### config.mk
export PLATFORM = sky130hd
export DESIGN_NAME = aimc_top
export DESIGN_NICKNAME = d
export VERILOG_FILES = /design/src/design/aimc_pkg.sv /design/src/design/aimc_top.sv
export VERILOG_INCLUDE_DIRS = /design/src /design/src/design
export SDC_FILE = /design/constraint.sdc
export NUM_CORES = 2
export LEC_CHECK = 0
export ABC_AREA = 1
export BUFFER_PORTS_ARGS = -buffer_cell sky130_fd_sc_hd__clkbuf_2
export CORE_MARGIN = 2
export CORE_UTILIZATION = 50
export CTS_CLUSTER_DIAMETER = 150
export DETAILED_ROUTE_END_ITERATION = 10
export PLACE_DENSITY_LB_ADDON = 0.25
export SLEW_MARGIN = 20
export SYNTH_ARGS = -nofsm -noshare
export SYNTH_HDL_FRONTEND = slang
export SYNTH_SLANG_ARGS = --single-unit
### constraint.sdc
create_clock -name clk_in -period 5.9 [get_ports clk_in]
set_input_delay 0.59 -clock clk_in [delete_from_list [all_inputs] [get_ports clk_in]]
set_output_delay 0.59 -clock clk_in [all_outputs]
set_load 0.03 [all_outputs]
### src/design/aimc_consts.svh
// Purpose: Offsets, codes, reset values and limits of the input monitor chain
// Assumes: Byte addresses on a 32-bit Avalon-MM slave
// Notes: Channel n registers sit at AIMC_CH_BASE * (n + 1)
`ifndef AIMC_CONSTS_SVH
`define AIMC_CONSTS_SVH

`define AIMC_OFS_CMD_REQ 8'h00
`define AIMC_OFS_CMD_STAT 8'h04
`define AIMC_OFS_CMD_ABORT 8'h08
`define AIMC_CH_BASE 8'h40
`define AIMC_OFS_CFG 6'h00
`define AIMC_OFS_THR_LO 6'h04
`define AIMC_OFS_THR_HI 6'h08
`define AIMC_OFS_LIM1 6'h0C
`define AIMC_OFS_LIM2 6'h10
`define AIMC_OFS_PK_POS 6'h14
`define AIMC_OFS_PK_NEG 6'h18
`define AIMC_OFS_CNT_UNDER 6'h1C
`define AIMC_OFS_CNT_OVER 6'h20
`define AIMC_OFS_L1_LO 6'h24
`define AIMC_OFS_L1_HI 6'h28
`define AIMC_OFS_L2_LO 6'h2C
`define AIMC_OFS_L2_HI 6'h30
`define AIMC_OFS_VALUE 6'h34

// Config word: [2:0] hp, [5:3] iface, [6] scaling, [7] swap, [9:8] limit enables
`define AIMC_CFG_RST 10'h008

`define AIMC_REQ_ALL 16'h3001
`define AIMC_REQ_PEAK 12'h301
`define AIMC_REQ_RERR 12'h302
`define AIMC_REQ_LIM 12'h303
`define AIMC_STAT_BUSY 8'hFF
`define AIMC_STAT_DONE 8'h00
`define AIMC_ABORT_INCOMPAT 32'h06040043

`define AIMC_HP_SHIFT_10HZ 5'h05
`define AIMC_HP_SHIFT_1HZ 5'h08
`define AIMC_HP_SHIFT_100MHZ 5'h0B
`define AIMC_HP_SHIFT_10MHZ 5'h0F
`define AIMC_HP_SHIFT_1MHZ 5'h12

`define AIMC_IF_V_BIPOLAR 3'h1
`define AIMC_IF_I_BIPOLAR 3'h3
`define AIMC_FS_TECH_HI 16'h7FFF
`define AIMC_FS_TECH_LO 16'h8000
`define AIMC_FS_NOM_EXT 16'h7736
`define AIMC_FS_NOM_LEG 16'h7FFF

`endif

### src/design/aimc_pkg.sv
// Purpose: Types of the input monitor chain
// Assumes: Two channels, 16-bit signed samples
// Notes: Whole block state is one packed struct
package aimc_pkg;
    typedef enum logic [1:0] {AIMC_IDLE = 2'b01, AIMC_EXEC = 2'b10} aimc_cmd_e;
    typedef logic [15:0] aimc_word_t;
    typedef struct packed {
        logic read;
        logic write;
        logic [7:0] address;
        logic [31:0] writedata;
        logic [3:0] byteenable;
    } aimc_avs_s;
    typedef struct packed {
        logic [1:0] lim_en;
        logic limit_code_swap;
        logic integer_range_scaling;
        logic [2:0] iface;
        logic [2:0] hp_sel;
    } aimc_cfg_s;
    typedef struct packed {
        logic underrange;
        logic overrange;
        logic [1:0] limit1;
        logic [1:0] limit2;
        logic error;
    } aimc_stat_s;
    typedef struct packed {
        aimc_cfg_s cfg;
        aimc_word_t low_error_threshold;
        aimc_word_t high_error_threshold;
        logic [1:0][15:0] lim_val;
        logic [39:0] acc;
        aimc_word_t value;
        logic valid;
        aimc_word_t pk_pos;
        aimc_word_t pk_neg;
        logic pk_rearm;
        aimc_word_t cnt_under;
        aimc_word_t cnt_over;
        logic [1:0][15:0] cnt_lo;
        logic [1:0][15:0] cnt_hi;
        logic err_lo_prev;
        logic err_hi_prev;
        logic [1:0][1:0] rel_prev;
        aimc_stat_s stat;
        logic pr_prev;
    } aimc_chan_s;
    typedef struct packed {
        aimc_chan_s [1:0] ch;
        aimc_cmd_e cmd;
        logic [15:0] req;
        logic [7:0] cmd_stat;
        logic [31:0] abort;
        logic waitreq;
        logic [31:0] rdata;
        logic led;
    } aimc_state_s;
endpackage : aimc_pkg

### src/design/aimc_top.sv
// Purpose: High-pass, peak hold, range and limit monitor for two input channels
// Assumes: Samples arrive from logic on clk_in, one valid pulse for both channels
// Notes: Command object and settings reached over Avalon-MM with waitrequest
//
// Local design decisions: register access over Avalon-MM and the placing of the registers.
`timescale 1ns/10ps
`default_nettype none
`include "aimc_consts.svh"

// What this block does
// - Second filter per channel: off by default, or high-pass 10 to 0.001 Hz.
// - High-pass is first-order recursive, rising twenty decibels per decade.
// - DC step or switching the high-pass on settles by cut-off dependent time.
// - Track most positive and most negative processed value, both readable.
// - Peaks clear on interface change, reset, control bit rise, peak request.
// - Low nibble of per-channel request picks channel: zero first, one second.
// - All-counters request clears peaks, range counters and limit counters everywhere.
// - Command status reads 255 while executing and 0 once done.
// - Unknown request code is refused with abort code 0x06040043.
// - Over and underrange bits against nominal scale, no settings, no clamping.
// - Error thresholds set error bit, LED, and count under or over events.
// - Default thresholds are the technical full-scale ends of the interface.
// - Legacy integer range uses fixed 32767 and -32768, writes ignored.
// - Interface or scaling change restores thresholds to interface defaults.
// - Range-error state returns to default on interface change, reset, request.
// - Two independent limit comparators, own enable off by default, own value.
// - Limit code: 0 disabled, 1 below, 2 above, 3 equal.
// - Low and high counters count transitions to below and to above limit.
// - Limit counters clear on interface change, reset, or limit request.
// - Swap setting exchanges limit codes 1 and 2, keeps 0 and 3.
module aimc_top
    import aimc_pkg::*;
(
    // Clock and reset
    input wire logic clk_in,
    input wire logic reset_n_in,
    // Avalon-MM slave
    input wire aimc_avs_s avs_in,
    output logic [31:0] avs_readdata_out,
    output logic avs_waitrequest_out,
    // Samples and control word bits
    input wire logic sample_valid_in,
    input wire logic [1:0][15:0] sample_in,
    input wire logic [1:0] peak_reset_in,
    // Results
    output logic [1:0][15:0] value_out,
    output logic [1:0] value_valid_out,
    output var aimc_stat_s [1:0] status_out,
    output logic error_led_out,
    output logic cmd_busy_out
);

    aimc_state_s s;
    aimc_state_s next;

    function automatic logic aimc_bipolar(input logic [2:0] iface);
        aimc_bipolar = (iface == `AIMC_IF_V_BIPOLAR) || (iface == `AIMC_IF_I_BIPOLAR);
    endfunction : aimc_bipolar

    function automatic logic [15:0] aimc_thr_lo_def(input logic [2:0] iface);
        aimc_thr_lo_def = aimc_bipolar(iface) ? `AIMC_FS_TECH_LO : 16'h0000;
    endfunction : aimc_thr_lo_def

    // Zero shift means the filter is off
    function automatic logic [4:0] aimc_hp_shift(input logic [2:0] sel);
        unique case (sel)
            3'h1: aimc_hp_shift = `AIMC_HP_SHIFT_10HZ;
            3'h2: aimc_hp_shift = `AIMC_HP_SHIFT_1HZ;
            3'h3: aimc_hp_shift = `AIMC_HP_SHIFT_100MHZ;
            3'h4: aimc_hp_shift = `AIMC_HP_SHIFT_10MHZ;
            3'h5: aimc_hp_shift = `AIMC_HP_SHIFT_1MHZ;
            default: aimc_hp_shift = 5'h00;
        endcase
    endfunction : aimc_hp_shift

    function automatic logic [15:0] aimc_be(input logic [15:0] old, input logic [31:0] wd,
                                            input logic [3:0] be);
        aimc_be = {be[1] ? wd[15:8] : old[15:8], be[0] ? wd[7:0] : old[7:0]};
    endfunction : aimc_be

    function automatic logic [31:0] aimc_rd(input aimc_state_s st, input logic [7:0] a);
        aimc_chan_s c;
        c = st.ch[a[7]];
        aimc_rd = 32'h0000_0000;
        if (a == `AIMC_OFS_CMD_REQ) begin
            aimc_rd = {16'h0000, st.req};
        end else if (a == `AIMC_OFS_CMD_STAT) begin
            aimc_rd = {24'h00_0000, st.cmd_stat};
        end else if (a == `AIMC_OFS_CMD_ABORT) begin
            aimc_rd = st.abort;
        end else if (a[7] ^ a[6]) begin
            unique case (a[5:0])
                `AIMC_OFS_CFG: aimc_rd = {22'h00_0000, c.cfg};
                `AIMC_OFS_THR_LO: aimc_rd = {16'h0000, c.low_error_threshold};
                `AIMC_OFS_THR_HI: aimc_rd = {16'h0000, c.high_error_threshold};
                `AIMC_OFS_LIM1: aimc_rd = {16'h0000, c.lim_val[0]};
                `AIMC_OFS_LIM2: aimc_rd = {16'h0000, c.lim_val[1]};
                `AIMC_OFS_PK_POS: aimc_rd = {16'h0000, c.pk_pos};
                `AIMC_OFS_PK_NEG: aimc_rd = {16'h0000, c.pk_neg};
                `AIMC_OFS_CNT_UNDER: aimc_rd = {16'h0000, c.cnt_under};
                `AIMC_OFS_CNT_OVER: aimc_rd = {16'h0000, c.cnt_over};
                `AIMC_OFS_L1_LO: aimc_rd = {16'h0000, c.cnt_lo[0]};
                `AIMC_OFS_L1_HI: aimc_rd = {16'h0000, c.cnt_hi[0]};
                `AIMC_OFS_L2_LO: aimc_rd = {16'h0000, c.cnt_lo[1]};
                `AIMC_OFS_L2_HI: aimc_rd = {16'h0000, c.cnt_hi[1]};
                `AIMC_OFS_VALUE: aimc_rd = {16'h0000, c.value};
                default: aimc_rd = 32'h0000_0000;
            endcase
        end
    endfunction : aimc_rd

    always_comb begin
        logic req_any;
        logic cmd_wr;
        logic done;
        logic req_ok;
        logic [1:0] clr_pk;
        logic [1:0] clr_re;
        logic [1:0] clr_lim;
        logic [1:0] thr_def;
        logic [1:0] ch_hit;
        aimc_cfg_s wcfg;
        logic [4:0] k;
        logic [39:0] xs;
        logic signed [40:0] diff;
        logic signed [40:0] step;
        logic signed [16:0] y;
        logic [15:0] v;
        logic [15:0] lo_eff;
        logic [15:0] hi_eff;
        logic [15:0] nom;
        logic e_lo;
        logic e_hi;
        logic [1:0] rel;
        logic [1:0] code;
        req_any = 1'b0;
        cmd_wr = 1'b0;
        done = 1'b0;
        req_ok = 1'b0;
        clr_pk = 2'h0;
        clr_re = 2'h0;
        clr_lim = 2'h0;
        thr_def = 2'h0;
        ch_hit = 2'h0;
        wcfg = '0;
        k = 5'h00;
        xs = 40'h00_0000_0000;
        diff = '0;
        step = '0;
        y = '0;
        v = 16'h0000;
        lo_eff = 16'h0000;
        hi_eff = 16'h0000;
        nom = 16'h0000;
        e_lo = 1'b0;
        e_hi = 1'b0;
        rel = 2'h0;
        code = 2'h0;
        next = s;

        // Bus: accept lowers waitrequest for one cycle, effect at that edge
        req_any = avs_in.read | avs_in.write;
        cmd_wr = avs_in.write && (avs_in.address == `AIMC_OFS_CMD_REQ);
        done = req_any & ~s.waitreq;
        next.waitreq = 1'b1;
        if (req_any && s.waitreq && !(cmd_wr && s.cmd != AIMC_IDLE)) begin
            next.waitreq = 1'b0;
            next.rdata = avs_in.read ? aimc_rd(s, avs_in.address) : 32'h0000_0000;
        end

        unique case (s.cmd)
            AIMC_IDLE: begin
                if (done && cmd_wr) begin
                    next.req = aimc_be(s.req, avs_in.writedata, avs_in.byteenable);
                    next.cmd = AIMC_EXEC;
                    next.cmd_stat = `AIMC_STAT_BUSY;
                    next.abort = 32'h0000_0000;
                end
            end
            AIMC_EXEC: begin
                next.cmd = AIMC_IDLE;
                next.cmd_stat = `AIMC_STAT_DONE;
                ch_hit = (s.req[3:0] == 4'h0) ? 2'b01 : (s.req[3:0] == 4'h1) ? 2'b10 : 2'b00;
                if (s.req == `AIMC_REQ_ALL) begin
                    req_ok = 1'b1;
                    clr_pk = 2'b11;
                    clr_re = 2'b11;
                    clr_lim = 2'b11;
                end else if (ch_hit != 2'b00) begin
                    req_ok = 1'b1;
                    if (s.req[15:4] == `AIMC_REQ_PEAK) begin
                        clr_pk = ch_hit;
                    end else if (s.req[15:4] == `AIMC_REQ_RERR) begin
                        clr_re = ch_hit;
                    end else if (s.req[15:4] == `AIMC_REQ_LIM) begin
                        clr_lim = ch_hit;
                    end else begin
                        req_ok = 1'b0;
                    end
                end
                if (!req_ok) begin
                    next.abort = `AIMC_ABORT_INCOMPAT;
                end
            end
        endcase

        // Channel settings writes
        if (done && avs_in.write && (avs_in.address[7] ^ avs_in.address[6])) begin
            unique case (avs_in.address[5:0])
                `AIMC_OFS_CFG: begin
                    wcfg = aimc_cfg_s'(10'(aimc_be({6'h00, s.ch[avs_in.address[7]].cfg},
                                                   avs_in.writedata, avs_in.byteenable)));
                    next.ch[avs_in.address[7]].cfg = wcfg;
                    if (wcfg.iface != s.ch[avs_in.address[7]].cfg.iface) begin
                        clr_pk[avs_in.address[7]] = 1'b1;
                        clr_re[avs_in.address[7]] = 1'b1;
                        clr_lim[avs_in.address[7]] = 1'b1;
                    end
                    if (wcfg.integer_range_scaling !=
                        s.ch[avs_in.address[7]].cfg.integer_range_scaling) begin
                        thr_def[avs_in.address[7]] = 1'b1;
                    end
                end
                `AIMC_OFS_THR_LO: begin
                    if (!s.ch[avs_in.address[7]].cfg.integer_range_scaling) begin
                        next.ch[avs_in.address[7]].low_error_threshold = aimc_be(
                            s.ch[avs_in.address[7]].low_error_threshold,
                            avs_in.writedata, avs_in.byteenable);
                    end
                end
                `AIMC_OFS_THR_HI: begin
                    if (!s.ch[avs_in.address[7]].cfg.integer_range_scaling) begin
                        next.ch[avs_in.address[7]].high_error_threshold = aimc_be(
                            s.ch[avs_in.address[7]].high_error_threshold,
                            avs_in.writedata, avs_in.byteenable);
                    end
                end
                `AIMC_OFS_LIM1: begin
                    next.ch[avs_in.address[7]].lim_val[0] = aimc_be(
                        s.ch[avs_in.address[7]].lim_val[0], avs_in.writedata, avs_in.byteenable);
                end
                `AIMC_OFS_LIM2: begin
                    next.ch[avs_in.address[7]].lim_val[1] = aimc_be(
                        s.ch[avs_in.address[7]].lim_val[1], avs_in.writedata, avs_in.byteenable);
                end
                default: begin
                end
            endcase
        end

        for (int i = 0; i < 2; i++) begin
            next.ch[i].pr_prev = peak_reset_in[i];
            if (peak_reset_in[i] && !s.ch[i].pr_prev) begin
                clr_pk[i] = 1'b1;
            end
            next.ch[i].valid = 1'b0;

            if (sample_valid_in) begin
                next.ch[i].valid = 1'b1;
                k = aimc_hp_shift(s.ch[i].cfg.hp_sel);
                if (k == 5'h00) begin
                    // Off clears the estimate so switching on settles
                    next.ch[i].value = sample_in[i];
                    next.ch[i].acc = 40'h00_0000_0000;
                end else begin
                    xs = {sample_in[i], 24'h00_0000};
                    diff = $signed({xs[39], xs}) - $signed({s.ch[i].acc[39], s.ch[i].acc});
                    step = diff >>> k;
                    next.ch[i].acc = s.ch[i].acc + step[39:0];
                    y = $signed({sample_in[i][15], sample_in[i]}) -
                        $signed({s.ch[i].acc[39], s.ch[i].acc[39:24]});
                    if (y[16] != y[15]) begin
                        next.ch[i].value = y[16] ? 16'h8000 : 16'h7FFF;
                    end else begin
                        next.ch[i].value = y[15:0];
                    end
                end
            end

            if (s.ch[i].valid) begin
                v = s.ch[i].value;
                if (s.ch[i].pk_rearm) begin
                    next.ch[i].pk_pos = v;
                    next.ch[i].pk_neg = v;
                    next.ch[i].pk_rearm = 1'b0;
                end else begin
                    if ($signed(v) > $signed(s.ch[i].pk_pos)) begin
                        next.ch[i].pk_pos = v;
                    end
                    if ($signed(v) < $signed(s.ch[i].pk_neg)) begin
                        next.ch[i].pk_neg = v;
                    end
                end

                nom = s.ch[i].cfg.integer_range_scaling ? `AIMC_FS_NOM_LEG : `AIMC_FS_NOM_EXT;
                next.ch[i].stat.overrange = $signed(v) > $signed(nom);
                next.ch[i].stat.underrange = aimc_bipolar(s.ch[i].cfg.iface) ?
                    ($signed(v) < -$signed(nom)) : v[15];

                lo_eff = s.ch[i].cfg.integer_range_scaling ? `AIMC_FS_TECH_LO :
                         s.ch[i].low_error_threshold;
                hi_eff = s.ch[i].cfg.integer_range_scaling ? `AIMC_FS_TECH_HI :
                         s.ch[i].high_error_threshold;
                e_lo = $signed(v) < $signed(lo_eff);
                e_hi = $signed(v) > $signed(hi_eff);
                next.ch[i].stat.error = e_lo | e_hi;
                next.ch[i].err_lo_prev = e_lo;
                next.ch[i].err_hi_prev = e_hi;
                if (e_lo && !s.ch[i].err_lo_prev) begin
                    next.ch[i].cnt_under = s.ch[i].cnt_under + 16'h0001;
                end
                if (e_hi && !s.ch[i].err_hi_prev) begin
                    next.ch[i].cnt_over = s.ch[i].cnt_over + 16'h0001;
                end

                for (int j = 0; j < 2; j++) begin
                    if (!s.ch[i].cfg.lim_en[j]) begin
                        rel = 2'h0;
                    end else if ($signed(v) < $signed(s.ch[i].lim_val[j])) begin
                        rel = 2'h1;
                    end else if ($signed(v) > $signed(s.ch[i].lim_val[j])) begin
                        rel = 2'h2;
                    end else begin
                        rel = 2'h3;
                    end
                    code = (s.ch[i].cfg.limit_code_swap && (rel[0] ^ rel[1])) ? ~rel : rel;
                    if (j == 0) begin
                        next.ch[i].stat.limit1 = code;
                    end else begin
                        next.ch[i].stat.limit2 = code;
                    end
                    if (rel == 2'h1 && s.ch[i].rel_prev[j] != 2'h1) begin
                        next.ch[i].cnt_lo[j] = s.ch[i].cnt_lo[j] + 16'h0001;
                    end
                    if (rel == 2'h2 && s.ch[i].rel_prev[j] != 2'h2) begin
                        next.ch[i].cnt_hi[j] = s.ch[i].cnt_hi[j] + 16'h0001;
                    end
                    next.ch[i].rel_prev[j] = rel;
                end
            end

            if (clr_pk[i]) begin
                next.ch[i].pk_pos = 16'h0000;
                next.ch[i].pk_neg = 16'h0000;
                next.ch[i].pk_rearm = 1'b1;
            end
            if (clr_re[i]) begin
                next.ch[i].cnt_under = 16'h0000;
                next.ch[i].cnt_over = 16'h0000;
                thr_def[i] = 1'b1;
            end
            if (thr_def[i]) begin
                next.ch[i].low_error_threshold = aimc_thr_lo_def(next.ch[i].cfg.iface);
                next.ch[i].high_error_threshold = `AIMC_FS_TECH_HI;
            end
            if (clr_lim[i]) begin
                next.ch[i].cnt_lo = '0;
                next.ch[i].cnt_hi = '0;
            end
        end

        next.led = next.ch[0].stat.error | next.ch[1].stat.error;
    end

    always_ff @(posedge clk_in or negedge reset_n_in) begin
        if (!reset_n_in) begin
            s <= '0;
            s.cmd <= AIMC_IDLE;
            s.cmd_stat <= `AIMC_STAT_DONE;
            s.waitreq <= 1'b1;
            for (int i = 0; i < 2; i++) begin
                s.ch[i].cfg <= aimc_cfg_s'(`AIMC_CFG_RST);
                s.ch[i].low_error_threshold <= `AIMC_FS_TECH_LO;
                s.ch[i].high_error_threshold <= `AIMC_FS_TECH_HI;
                s.ch[i].pk_rearm <= 1'b1;
            end
        end else begin
            s <= next;
        end
    end

    assign avs_readdata_out = s.rdata;
    assign avs_waitrequest_out = s.waitreq;
    assign error_led_out = s.led;
    assign cmd_busy_out = s.cmd[1];

    generate
        for (genvar g = 0; g < 2; g++) begin : g_out
            assign value_out[g] = s.ch[g].value;
            assign value_valid_out[g] = s.ch[g].valid;
            assign status_out[g] = s.ch[g].stat;
        end
    endgenerate

endmodule : aimc_top
`default_nettype wire

==> results.py <==
metrics = {
    "power_and_ir_drop": {
        "p_comb_frac": 0.662,
        "clkPwrFrac": 0.140,
        "p_leak_uw": 0.0271,
        "power_switching_uw": 19100,
        "p_int_uw": 14800,
        "swShare": 0.564,
        "seqPwrFrac": 0.198,
        "ir_drop_v": 0.000398,
        "p_per_area_mw_per_mm2": 605,
    },
    "place": {
        "io_buffers": 147,
        "placed_cells": 9009,
        "dpl.hpwl_um": 170000,
        "gp_congestion": 1.06,
        "dp_slack_ns": 0.285,
    },
    "grt": {
        "grt_first_pass_wirelength_um": 324000,
        "grt_antenna_before_repair": 10,
        "grt_max_degree": 131,
        "grt_use_total": 0.402,
        "grt_pass1_vias": 51200,
        "overflow": 0,
    },
    "yosys": {
        "synthTopCellsByArea": "dfrtp_1 (27%), nand2_1 (11%), ha_1 (8.9%)",
        "synth_area_mm2": 0.0515,
        "yosys_warnings": 0,
        "yosysTopAreaCell": "dfrtp_1",
        "yosysSeqAreaShare": 0.285,
        "yosys_register_bits": 586,
        "synthArstFlopShare": 1.00,
        "synth_edf_count": 0,
        "synth_nets": 8154,
        "ys.flop_type": "dfrtp_1",
        "synth_top_area_frac": 0.266,
        "postSynthAreaPerCell_um2": 6.69,
        "netlist_instances": 7701,
        "ys_types": 72,
    },
    "route": {
        "dr.pass1.iters": 11,
        "routed_wl_um": 219000,
        "vias": 56200,
        "wire_per_inst_um": 24.0,
        "routed_via_density": 6.14,
        "drt_iter0_drc": 7609,
        "ant_nets": 0,
        "drc_errors": 0,
    },
    "clocking": {
        "numClockSinks": 586,
        "clk_latency_ns": 0.68,
        "root_buffer": "clkbuf_16",
        "clkTransAtPathRegs_ns": 0.06,
        "cts_made_buffers": 74,
        "cts_setup_buffers": 0,
        "htree_levels": 3,
        "cts_tree": "done",
        "ctsLongestPathBuffers": 3,
    },
    "finish": {
        "utilization": 0.549,
        "drive_gt1_frac": 0.0774,
        "nets": 8171,
        "layout_commonest_cell": "nand2_1",
        "multi_input_area_mm2": 0.0313,
        "seq_area_mm2": 0.0147,
        "fin_cells": 9150,
        "syn2layout_area_growth_pct": 8.74,
        "fillers": 10300,
        "final_cell_mix": "nand2_1 (1495), inv_1 (981), o21ai_0 (832)",
    },
    "sta": {
        "slew_violations": 0,
        "slew_headroom": 0.171,
        "skew_ns": 0.0290,
        "hold_viol": 0,
        "tightestPinTransition_ns": 1.23,
        "whs_ns": 0.0824,
        "setup_violations": 0,
        "rsz0062_at_grt": "yes",
        "timing.fmax_ghz": 0.181,
        "min_period_over_period": 0.937,
        "postLayoutSetupSlackWorst_ns": 0.372,
        "post-route-min-period_ns": 5.53,
    },
    "die": {
        "start_util": 0.505,
        "core_mm2": 0.102,
        "dieArea_mm2": 0.106,
        "die_h_um": 325,
        "pin_count": 166,
        "rows": 117,
        "die_w_um": 325,
    },
    "critical_path": {
        "critPathLaunch": "s[265]",
        "crit_type": "reg2reg",
        "cp-start-kind": "flip-flop",
        "cp-endpoint": "s[279]",
        "r2r-end": "s[279]",
        "crit_fanout": 5,
        "reg2regPathDepth": 26,
        "reg2reg_from": "s[265]",
        "endpoint_kind": "flip-flop",
        "cp.arrival_ns": 6.03,
        "worst-r2r-setup-slack_ns": 0.37,
        "worstPathRequired_ns": 6.40,
    },
    "status": {
        "status": "finished clean",
    },
    "worst_hold_path": {
        "hp-class": "in2reg",
    },
    "run": {
        "max_cap_violations": 0,
    },
}
[through the flow]
stage / setup TNS [ns] / cell area (µm²) / total power (µW)
detailed placement: 0 / 53500 / 28300
global route: -0.0998 / 56000 / 36400
CTS: 0 / 56000 / 33100
floorplan: 0 / 51500 / 21100
finish: 0 / 56000 / 33900
global placement: 0 / 53500 / 28000
[worst min path at each step]
stage                               from              endpoint  depth (start not counted)
finish                  peak_reset_in[1]                s[366]                          1
CTS                     peak_reset_in[1]                s[366]                          1
floorplan                     reset_n_in   avs_readdata_out[0]                          0
global placement     avs_readdata_out[6]   avs_readdata_out[6]                          2
global route            peak_reset_in[1]                s[366]                          1
detailed placement  avs_readdata_out[10]  avs_readdata_out[10]                          2
[cell families after synthesis]
logic type,count (synthesis),share of synthesized area
AND/OR/NAND/NOR,3107,0.258
AO/OA/AOI/OAI,2097,0.229
buffers and inverters,1380,0.108
flip-flops,586,0.285
adder cells (fa/ha/maj),370,0.0904
XOR/XNOR,139,0.0236
multiplexers,22,0.00466
[critical path, cell delays in order, from the launching register on]
cell	delay (ns)
dfrtp_1	0.40
inv_1	0.20
nand2_1	0.14
nor3_1	0.19
nor3b_1	0.63
nand3_1	0.21
o21ai_0	0.35
o21ai_1	0.20
or2_1	0.28
nand2_1	0.06
nand2_1	0.06
nand2_1	0.09
nand2_1	0.06
nand3_1	0.10
nand2_1	0.11
ha_1	0.30
nand2_1	0.07
o21ai_0	0.37
a21oi_1	0.20
inv_1	0.11
a21oi_1	0.08
o21ai_0	0.42
a21oi_1	0.21
o21bai_1	0.26
a21oi_1	0.09
o21ai_0	0.09
o21ai_0	0.10
[power groups by stage]
stage	Combinational (µW)	Clock (µW)	Sequential (µW)
floorplan	14800	0	6220
global placement	21300	0	6650
detailed placement	21600	0	6680
CTS	21700	4770	6630
global route	24700	4920	6820
finish	22500	4740	6720
[cells in the mapped netlist, drive strengths merged, types with 15 or more instances]
cell type	instances
o22ai	167
nor4	37
inv	1010
a221oi	22
a31oi	33
nand3	548
o21a	21
mux2	16
nand4	95
nand2	1505
o21bai	27
a21o	15
nand3b	18
clkbuf	188
or2	28
o21ai	886
nor3	163
a211oi	45
ha	366
nor2	696
dfstp	38
o221ai	32
dfrtp	548
o211ai	59
a21oi	680
o31ai	20
buf	177
o32ai	36
xor2	128
[flip-flops by register name (all words and copies together) (netlist names)]
register,count
value_valid_out,1
avs_waitrequest_out,1
error_led_out,1
avs_readdata_out,18
status_out,14
value_out,32
s,519
[final cells by class]
class,count,area share
diodes,4,0.000179
multi-input cells,5735,0.559
repair buffers,306,0.0355
clock buffers,110,0.0382
well taps,1368,0.0305
inverters,1015,0.0681
flip-flops and latches,586,0.263
clock inverters,26,0.00583
[routing by layer]
metal / track usage / vias up / routed length (µm)
met4: 0.262 / 6 / 16900
met5: 0 / - / 32
li1: - / 26100 / -
met1: 0.535 / 26200 / 88700
met3: 0.0948 / 688 / 23600
met2: 0.580 / 3173 / 90100
[timing repair]
action                                  in CTS  in global routing
endpoints found under the hold margin       57                  0
endpoints found under the setup margin       0                 10
hold buffers                                 1                  0
gates resized for setup                      0                  8
Note: power is estimated with default switching activity, not from simulation.
